**config.mk**
```make
export PLATFORM = sky130hd
export DESIGN_NAME = smc_mode_ctrl
export DESIGN_NICKNAME = d
export VERILOG_FILES = /design/src/design/smc_pkg.sv /design/src/design/smc_mode_ctrl.sv
export SDC_FILE = /design/constraint.sdc
export NUM_CORES = 1
export LEC_CHECK = 0
export ABC_AREA = 1
export BUFFER_PORTS_ARGS = -buffer_cell sky130_fd_sc_hd__buf_4
export CELL_PAD_IN_SITES_DETAIL_PLACEMENT = 1
export CELL_PAD_IN_SITES_GLOBAL_PLACEMENT = 2
export CORE_ASPECT_RATIO = 0.7
export CORE_MARGIN = 10
export CORE_UTILIZATION = 40
export DETAILED_ROUTE_END_ITERATION = 8
export GPL_TIMING_DRIVEN = 0
export PLACE_DENSITY_LB_ADDON = 0.1
export SLEW_MARGIN = 20
export SYNTH_ARGS = -nofsm -noshare
export SYNTH_HDL_FRONTEND = slang
export SYNTH_SLANG_ARGS = --single-unit
```
**constraint.sdc**
```tcl
create_clock -name sys_clk -period 2.4 [get_ports sys_clk]
set_input_delay 0.36 -clock sys_clk [delete_from_list [all_inputs] [get_ports sys_clk]]
set_output_delay 0.36 -clock sys_clk [all_outputs]
set_load 0.005 [all_outputs]
```
**src/design/smc_pkg.sv**
```systemverilog
// Package for the subsystem mode controller: modes, timing counts, carriers.
// Assumes a single system clock at 20 MHz.
package smc_pkg;

  localparam int unsigned SMC_CLK_HZ = 20_000_000;
  // Power loss longer than this forces failure mode
  localparam int unsigned SMC_PWR_LOSS_MS = 20;
  localparam int unsigned SMC_PWR_LOSS_CYC = SMC_PWR_LOSS_MS * (SMC_CLK_HZ / 1000);
  localparam int unsigned SMC_CNT_W = 20;
  localparam int unsigned SMC_SYNC_W = 3;

  typedef enum logic [0:0] {
    SMC_FAILURE,
    SMC_CONTROL
  } smc_mode_t;

  // Raw external condition inputs
  typedef struct packed {
    logic fatal_fault;
    logic minor_alarm;
    logic io_alarm;
    logic power_good;
    logic reset_button;
  } smc_in_t;

  // Mode and indication outputs
  typedef struct packed {
    logic control_mode;
    logic failure_mode;
    logic io_enable;
    logic op_enable;
    logic warn_minor;
    logic warn_io;
  } smc_out_t;

  // Three-flop synchroniser stage per input bit
  typedef struct packed {
    logic [SMC_SYNC_W-1:0] fatal_fault;
    logic [SMC_SYNC_W-1:0] minor_alarm;
    logic [SMC_SYNC_W-1:0] io_alarm;
    logic [SMC_SYNC_W-1:0] power_good;
    logic [SMC_SYNC_W-1:0] reset_button;
  } smc_sync_t;

  localparam logic [SMC_SYNC_W-1:0] SMC_SYNC_RST = 3'h0;
  localparam logic [SMC_SYNC_W-1:0] SMC_PG_SYNC_RST = 3'h0;

endpackage

```
**src/design/smc_mode_ctrl.sv**
```systemverilog
// Subsystem mode controller: failure/control mode tracking and warnings.
// Assumes all condition inputs are asynchronous pins; one clock sys_clk.
//
// Function
// RQ1: After power-up reset the subsystem comes up in failure mode.
// RQ2: A fatal fault from self-diagnosis forces failure mode from any mode.
// RQ3: A power loss lasting longer than 20 ms forces failure mode; shorter drops do not.
// RQ4: Only a press of the operator reset button moves failure mode to control mode.
// RQ5: In failure mode all I/O and operation processing is halted.
// RQ6: In control mode input, operation, output and self-diagnosis processing run.
// RQ7: A minor abnormality raises a warning and leaves the mode unchanged.
// RQ8: An I/O abnormality raises an I/O alarm warning and leaves the mode unchanged.
// RQ9: Power-loss time is counted in clock cycles from power-good going low.
`timescale 1ns/1ns
module smc_mode_ctrl
  import smc_pkg::*;
#(
  parameter int unsigned PWR_LOSS_CYC = SMC_PWR_LOSS_CYC
) (
  // Clock and reset
  input wire logic sys_clk,
  input wire logic rst_n,
  // Condition inputs from diagnosis, power monitor and pushbutton
  input wire smc_in_t cond_in,
  // Mode and warning outputs
  output smc_out_t status
);

  typedef struct packed {
    smc_sync_t sync;
    smc_in_t filt;
    logic btn_prev;
    logic [SMC_CNT_W-1:0] loss_cnt;
    smc_mode_t mode;
    smc_out_t out;
  } smc_state_t;

  localparam smc_state_t SMC_STATE_RST = '{
    sync: '{SMC_SYNC_RST, SMC_SYNC_RST, SMC_SYNC_RST, SMC_PG_SYNC_RST, SMC_SYNC_RST},
    filt: '0,
    btn_prev: 1'b0,
    loss_cnt: '0,
    mode: SMC_FAILURE,
    out: '{control_mode: 1'b0, failure_mode: 1'b1, io_enable: 1'b0, op_enable: 1'b0,
           warn_minor: 1'b0, warn_io: 1'b0}
  };

  localparam logic [SMC_CNT_W-1:0] LOSS_LIMIT = SMC_CNT_W'(PWR_LOSS_CYC);

  smc_state_t st;
  smc_state_t next_st;

  // Accept a new level once the second and third stage agree
  function automatic logic smc_filter(input logic [SMC_SYNC_W-1:0] s, input logic old);
    smc_filter = (s[1] == s[2]) ? s[2] : old;
  endfunction

  always_comb begin
    logic btn_press;
    logic loss_long;
    btn_press = 1'b0;
    loss_long = 1'b0;
    next_st = st;
    next_st.sync.fatal_fault = {st.sync.fatal_fault[1:0], cond_in.fatal_fault};
    next_st.sync.minor_alarm = {st.sync.minor_alarm[1:0], cond_in.minor_alarm};
    next_st.sync.io_alarm = {st.sync.io_alarm[1:0], cond_in.io_alarm};
    next_st.sync.power_good = {st.sync.power_good[1:0], cond_in.power_good};
    next_st.sync.reset_button = {st.sync.reset_button[1:0], cond_in.reset_button};
    next_st.filt.fatal_fault = smc_filter(st.sync.fatal_fault, st.filt.fatal_fault);
    next_st.filt.minor_alarm = smc_filter(st.sync.minor_alarm, st.filt.minor_alarm);
    next_st.filt.io_alarm = smc_filter(st.sync.io_alarm, st.filt.io_alarm);
    next_st.filt.power_good = smc_filter(st.sync.power_good, st.filt.power_good);
    next_st.filt.reset_button = smc_filter(st.sync.reset_button, st.filt.reset_button);
    next_st.btn_prev = st.filt.reset_button;
    btn_press = st.filt.reset_button && !st.btn_prev;
    // Count loss duration, saturating just past the limit
    if (st.filt.power_good) begin
      next_st.loss_cnt = '0; // RQ9
    end else if (st.loss_cnt <= LOSS_LIMIT) begin
      next_st.loss_cnt = st.loss_cnt + 1'b1; // RQ9
    end
    loss_long = (st.loss_cnt > LOSS_LIMIT); // RQ3
    case (st.mode)
      SMC_FAILURE: begin
        // Release blocked while any failure cause is still present
        if (btn_press && !st.filt.fatal_fault && !loss_long) begin
          next_st.mode = SMC_CONTROL; // RQ4
        end
      end
      SMC_CONTROL: begin
        if (st.filt.fatal_fault) begin
          next_st.mode = SMC_FAILURE; // RQ2
        end else if (loss_long) begin
          next_st.mode = SMC_FAILURE; // RQ3
        end
      end
      default: begin
        next_st.mode = SMC_FAILURE;
      end
    endcase
    next_st.out.control_mode = (next_st.mode == SMC_CONTROL); // RQ6
    next_st.out.failure_mode = (next_st.mode == SMC_FAILURE);
    next_st.out.io_enable = (next_st.mode == SMC_CONTROL); // RQ5
    next_st.out.op_enable = (next_st.mode == SMC_CONTROL); // RQ5
    next_st.out.warn_minor = st.filt.minor_alarm; // RQ7
    next_st.out.warn_io = st.filt.io_alarm; // RQ8
  end

  always_ff @(posedge sys_clk or negedge rst_n) begin
    if (!rst_n) begin
      st <= SMC_STATE_RST; // RQ1
    end else begin
      st <= next_st;
    end
  end

  assign status = st.out;

endmodule // smc_mode_ctrl

```
==> impl_metrics.tcl, run 1 <==
set metrics [dict create \
    synth-edff-count 0 \
    clk_latency_ns 0.30 \
    cts_hold_buf 0 \
    grt_max_degree 46 \
    ir_drop_mv 0.3546 \
    rsz0062_at_grt "false" \
    synth_fp_nets 272 \
    cts.sinks 45 \
    cpMostUsedCell "nand2_1" \
    cts_setup_buffers 0 \
    ys_seq_area_frac 0.5017 \
    synthesis.area_mm2 0.002247 \
    synth_top_area_frac 0.4900 \
    final_common_cell "nand2_1" \
    grt-ovfl-total 0 \
    start_util 0.4208 \
    worstPathMaxFanout 5 \
    wl_per_cell_um 15.42 \
    internal_power_mw 1.062 \
    fin_crit_sh 0.7087 \
    p_sw_frac 0.2587 \
    chipWidth_um 109.6 \
    drv_slew 0 \
    nets 291 \
    multi_input_area_um2 942.2 \
    crit_buf_inv 0 \
    final_antenna_net_count 0 \
    die_h_um 82.71 \
    drv_cap 0 \
    synth.area.top_cells "dfrtp_1 49%, nand2_1 12%, nor2_1 7.3%" \
    grt_pass1_vias 1753 \
    setup_ws_ns 0.6990 \
    clockBufferDepth 2 \
    io_buffer_count 12 \
    fp.coreArea_mm2 0.005340 \
    yosysWarningCount 0 \
    hold_viol_final 0 \
    synth_top_cell_by_area "dfrtp_1" \
    pwr-share-comb 0.088 \
    worstHoldPathType "input port to asynchronous set/reset pin" \
    cts-buffers-inserted 5 \
    crit_required_ns 2.61 \
    critical_path_class "flop to flop" \
    ys_types 30 \
    path_clk_slew_ns 0.09 \
    dpl.hpwl_um 4015 \
    crit_arrival_ns 1.91 \
    max_slew.worst_pin.slew_ns 0.5642 \
    pre_cts_slack_ns 0.6756 \
    cp_slowest_stage_delay_ns 0.44 \
    power_switching_mw 0.3708 \
    path_cells "ha_1 -> nand2_1 -> nor2_2 -> nand2_1 -> nor2_1 -> nand2_1 -> nand2_1 -> nor2_1 -> nand2_1 -> nand2_1" \
    clockRootBuffer "clkbuf_8" \
    die-area_mm2 0.009064 \
    fin_tns_setup_ns 0 \
    seq_power_share 0.577 \
    grt_pass1_wl_um 9114 \
    layout_common_cells "72 x nand2_1, 44 x nor2_1, 44 x dfrtp_1, 20 x nand4_1, 19 x buf_4" \
    syn_inst 263 \
    place.gp.congestion 0.8394 \
    synthToLayoutAreaGrowth_pct 11.92 \
    cellLeakagePower_nw 1.136 \
    diodes 0 \
    synthFlopType "dfrtp_1" \
    min_period_ns 1.701 \
    cp-start-kind "flop" \
    cts_tree "done" \
    clkPwrFrac 0.335 \
    synth.avg_cell_area_um2 8.544 \
    route.detailed.drc 0 \
    cp_slowest_cell "dfrtp_1" \
    antenna_found_initial 0 \
    vias 1793 \
    routed_wl_um 5473 \
    grt.total_usage 0.1303 \
    cpLargestDelayFamily "simple AND/OR/NAND/NOR gates" \
    slew_headroom 0.6239 \
    worstSetupEndpointType "flop" \
    fin_skew_ns 0.01102 \
    fp-row-count 22 \
    ys_seq_elements 45 \
    fmax_mhz 587.9 \
    htreeDepth 2 \
    ff_latch_area_mm2 0.001127 \
    detail_route.first_pass.iterations 4 \
    setup_violations 0 \
    fillCellCount 663 \
    viasPerCell 5.051 \
    boundaryPins 13 \
    power_density_mw_per_mm2 569.9 \
    postCtsResizedCells 0 \
    synth-async-reset-ratio 1.000 \
    layout-drive-gt1-share 0.1590 \
    status "complete, no violations" \
    initialDrtViolationCount 109 \
]
-- power groups by stage --
stage / Sequential [mW] / Clock [mW] / Combinational, mW
global placement: 0.839 / 0 / 0.127
CTS: 0.828 / 0.489 / 0.131
floorplan: 0.833 / 0 / 0.0706
detailed placement: 0.843 / 0 / 0.130
global route: 0.832 / 0.528 / 0.144
finish: 0.827 / 0.480 / 0.126
-- per-layer routing --
metal  track usage  part of all wire
met1        0.1923              0.52
met3       0.03171             0.063
met5             0                 0
met4       0.03497            0.0095
met2        0.1841              0.41
-- state kept, by name, summed over array words and instances (netlist names) --
name	count
st	28
status	4
next_st	13
-- per-stage QoR --
| step | power [mW] | area [µm²] | utilization | hold WS, ns | std cells |
|---|---|---|---|---|---|
| after floorplan | 0.9039 | 2247 | - | 0.06441 | 263 |
| after global placement | 0.9663 | 2427 | 0.4545 | 0.3323 | 347 |
| after detailed placement | 0.9736 | 2427 | 0.4545 | 0.3364 | 347 |
| after CTS | 1.448 | 2515 | 0.4709 | 0.06816 | 355 |
| after global routing | 1.504 | 2515 | 0.4709 | 0.07376 | 355 |
| final | 1.433 | 2515 | 0.4709 | 0.04177 | 355 |
-- final timing paths --
check                                        endpoint  slack [ns]  depth (start not counted)                  start
worst max-delay path               st[19]$_DFFE_PN0P_        0.70                         10      st[8]$_DFFE_PN0P_
worst min-delay path               st[11]$_DFFE_PN0P_        0.04                          1                  rst_n
worst max register to register     st[19]$_DFFE_PN0P_        0.70                         10      st[8]$_DFFE_PN0P_
worst min register to register  next_st[41]$_DFF_PN0_        0.35                          0  next_st[40]$_DFF_PN0_
max in group asynchronous         status[4]$_DFF_PN1_        1.97                          1                  rst_n
min in group sys_clk            next_st[46]$_DFF_PN0_        0.16                          1             cond_in[4]
-- cell usage after synthesis (all sizes together), types with 2 or more instances --
master / count
nand2: 78
nor2: 46
dfrtp: 44
nand4: 20
nand3: 18
inv: 15
buf: 13
xor2: 7
maj3: 5
o21bai: 4
o21ai: 3
ha: 2
nor3: 2
-- area by class of cell --
type	instances	area share
buffer	14	0.04677
clock buffer	6	0.02886
clock inverter	2	0.005970
inverter	16	0.02388
multi-input combinational	188	0.3746
sequential	45	0.4483
tap	72	0.03582
timing repair buffer	12	0.03582
-- cell families (layout without fill, tap and decap cells) --
logic type / Yosys count / after routing / share of synthesized area
adder cells (fa/ha/maj): 7 / 7 / 0.03341
buffers and inverters: 30 / 50 / 0.07906
flip-flops: 45 / 45 / 0.5017
AO/OA/AOI/OAI: 8 / 8 / 0.02394
AND/OR/NAND/NOR: 165 / 165 / 0.3307
XOR/XNOR: 8 / 8 / 0.03118
Note: power is estimated with default switching activity, not from simulation.
==> run 2, diff against run 1 <==
--- a/config.mk
+++ b/config.mk
@@ -11,7 +11,7 @@
 export CELL_PAD_IN_SITES_GLOBAL_PLACEMENT = 2
 export CORE_ASPECT_RATIO = 0.7
 export CORE_MARGIN = 10
-export CORE_UTILIZATION = 40
+export CORE_UTILIZATION = 37
 export DETAILED_ROUTE_END_ITERATION = 8
 export GPL_TIMING_DRIVEN = 0
 export PLACE_DENSITY_LB_ADDON = 0.1
==> constraint.sdc (replaced) <==
create_clock -name sys_clk -period 1.75 [get_ports sys_clk]
set_input_delay 0.2625 -clock sys_clk [delete_from_list [all_inputs] [get_ports sys_clk]]
set_output_delay 0.2625 -clock sys_clk [all_outputs]
set_load 0.005 [all_outputs]
==> run 2 against run 1 <==
Against the previous run:
- wire length is 6.1% higher
- power is 39% higher
- global-route usage is 0.42 points lower
- combinational power is 60% higher
- first-iteration DRC count is 32% lower
- core utilization is 2.9 points lower
- non-clock buffer count is 4 higher
- sequential cell count stayed put
- final cell count is 2.0% higher
- critical path depth is 1 lower
- final area is 2.2% higher
- maximum frequency is 3.4% higher
- largest cell class unchanged
==> impl_metrics.tcl, run 2 (same netlist as run 1, synthesis figures left out) <==
set metrics [dict create \
    path_clk_slew_ns 0.09 \
    fin_tns_setup_ns 0 \
    clockBufferDepth 2 \
    die_h_um 85.20 \
    dpl.hpwl_um 4203 \
    layout-drive-gt1-share 0.1812 \
    cts-buffers-inserted 5 \
    cp-start-kind "flop" \
    placed_area_mm2 0.002431 \
    min_period_ns 1.646 \
    final_common_cell "nand2_1" \
    place.gp.congestion 0.7981 \
    die-area_mm2 0.009640 \
    wl_per_cell_um 16.04 \
    routed_wl_um 5807 \
    viasPerCell 4.972 \
    critical_path_class "flop to flop" \
    drv_cap 0 \
    cts_tree "done" \
    clockRootBuffer "clkbuf_8" \
    rsz0062_at_grt "true" \
    worstSetupEndpointType "flop" \
    fp.coreArea_mm2 0.005813 \
    grt-ovfl-total 0 \
    clk_latency_ns 0.30 \
    final_antenna_net_count 0 \
    crit_required_ns 1.99 \
    grt_pass1_wl_um 9873 \
    htreeDepth 2 \
    ff_latch_area_mm2 0.001129 \
    chipWidth_um 113.1 \
    fp-row-count 23 \
    grt_max_degree 46 \
    diodes 0 \
    power_density_mw_per_mm2 776.0 \
    worstHoldPathType "input port to flop" \
    layout_common_cells "71 x nand2_1, 44 x nor2_1, 43 x dfrtp_1, 22 x buf_4, 20 x nand4_1" \
    slew_headroom 0.6252 \
    initialDrtViolationCount 74 \
    io_buffer_count 12 \
    cts.sinks 45 \
    antenna_found_initial 0 \
    max_slew.worst_pin.slew_ns 0.5623 \
    stdcell_area_mm2 0.002570 \
    fin_skew_ns 0.005379 \
    vias 1800 \
    drv_slew 0 \
    dp.cells 350 \
    largest_register_ffs 28 \
    fillCellCount 707 \
    detail_route.first_pass.iterations 4 \
    finalPower_mw 1.994 \
    setup_violations 0 \
    ir_drop_mv 0.3519 \
    cellLeakagePower_nw 1.157 \
    nets 295 \
    grt.total_usage 0.1262 \
    fmax_mhz 607.7 \
    synthToLayoutAreaGrowth_pct 14.37 \
    layout.cells.non_filler 362 \
    boundaryPins 13 \
    crit_arrival_ns 1.89 \
    start_util 0.3866 \
    final_util 0.4421 \
    route.detailed.drc 0 \
    multi_input_area_um2 959.7 \
    grt_pass1_vias 1906 \
    largest_register "st" \
    worstPathMaxFanout 4 \
    status "complete, no violations" \
    fin_crit_sh 0.9403 \
    hold_viol_final 0 \
]
run 2: layout make-up:
cell class,instances,share of cell area
Buffer,14,0.04576
Multi-Input combinational cell,188,0.3734
Clock inverter,2,0.005842
Sequential cell,45,0.4391
Timing Repair Buffer,16,0.04771
Inverter,16,0.02337
Tap cell,75,0.03651
Clock buffer,6,0.02824
run 2: worst paths after layout:
path	start	endpoint	slack [ns]	cells past startpoint
worst max-delay path	st[8]$_DFFE_PN0P_	st[25]$_DFFE_PN0P_	0.10	9
worst min-delay path	cond_in[2]	next_st[40]$_DFF_PN0_	0.07	1
worst max register to register	st[8]$_DFFE_PN0P_	st[25]$_DFFE_PN0P_	0.10	9
worst min register to register	next_st[40]$_DFF_PN0_	next_st[41]$_DFF_PN0_	0.36	0
max in group asynchronous	rst_n	st[7]$_DFFE_PN0P_	0.83	2
min in group asynchronous	rst_n	st[15]$_DFFE_PN0P_	0.50	2
run 2: stage by stage:
step / setup WS (ns) / hold slack, ns
floorplan: 0.3633 / -0.03309
global placement: 0.05294 / 0.3005
detailed placement: 0.05400 / 0.3010
CTS: 0.02195 / 0.06048
finish: 0.1045 / 0.06642
global route: -0.07905 / 0.04960
run 2: critical path: stages (launching register included):
cell	delay, ns
dfrtp_1	0.41
ha_1	0.21
nand2_1	0.13
nor2_4	0.19
nand3_1	0.21
nor2_1	0.14
nor2_1	0.05
nor2_1	0.11
nand3_1	0.08
nand2_1	0.06
run 2: repair_timing:
item,CTS,global route
resized for setup,0,6
setup buffers,0,3
setup endpoints to repair,0,19
hold buffers,1,0
endpoints found under the hold margin,44,0
run 2: where the power goes:
group / total (mW) / switching (mW) / leakage, nW / internal (mW)
clock: 0.657 / 0.375 / 0.0374 / 0.282
sequential: 1.14 / 0.0402 / 0.568 / 1.09
combinational: 0.202 / 0.103 / 0.552 / 0.0986
run 2: routing by layer:
metal  global-route usage  routed length, µm
met1               0.1806               2993
met2               0.1884               2526
met3              0.03024                261
met4              0.02414                 25
met5                    0                  0
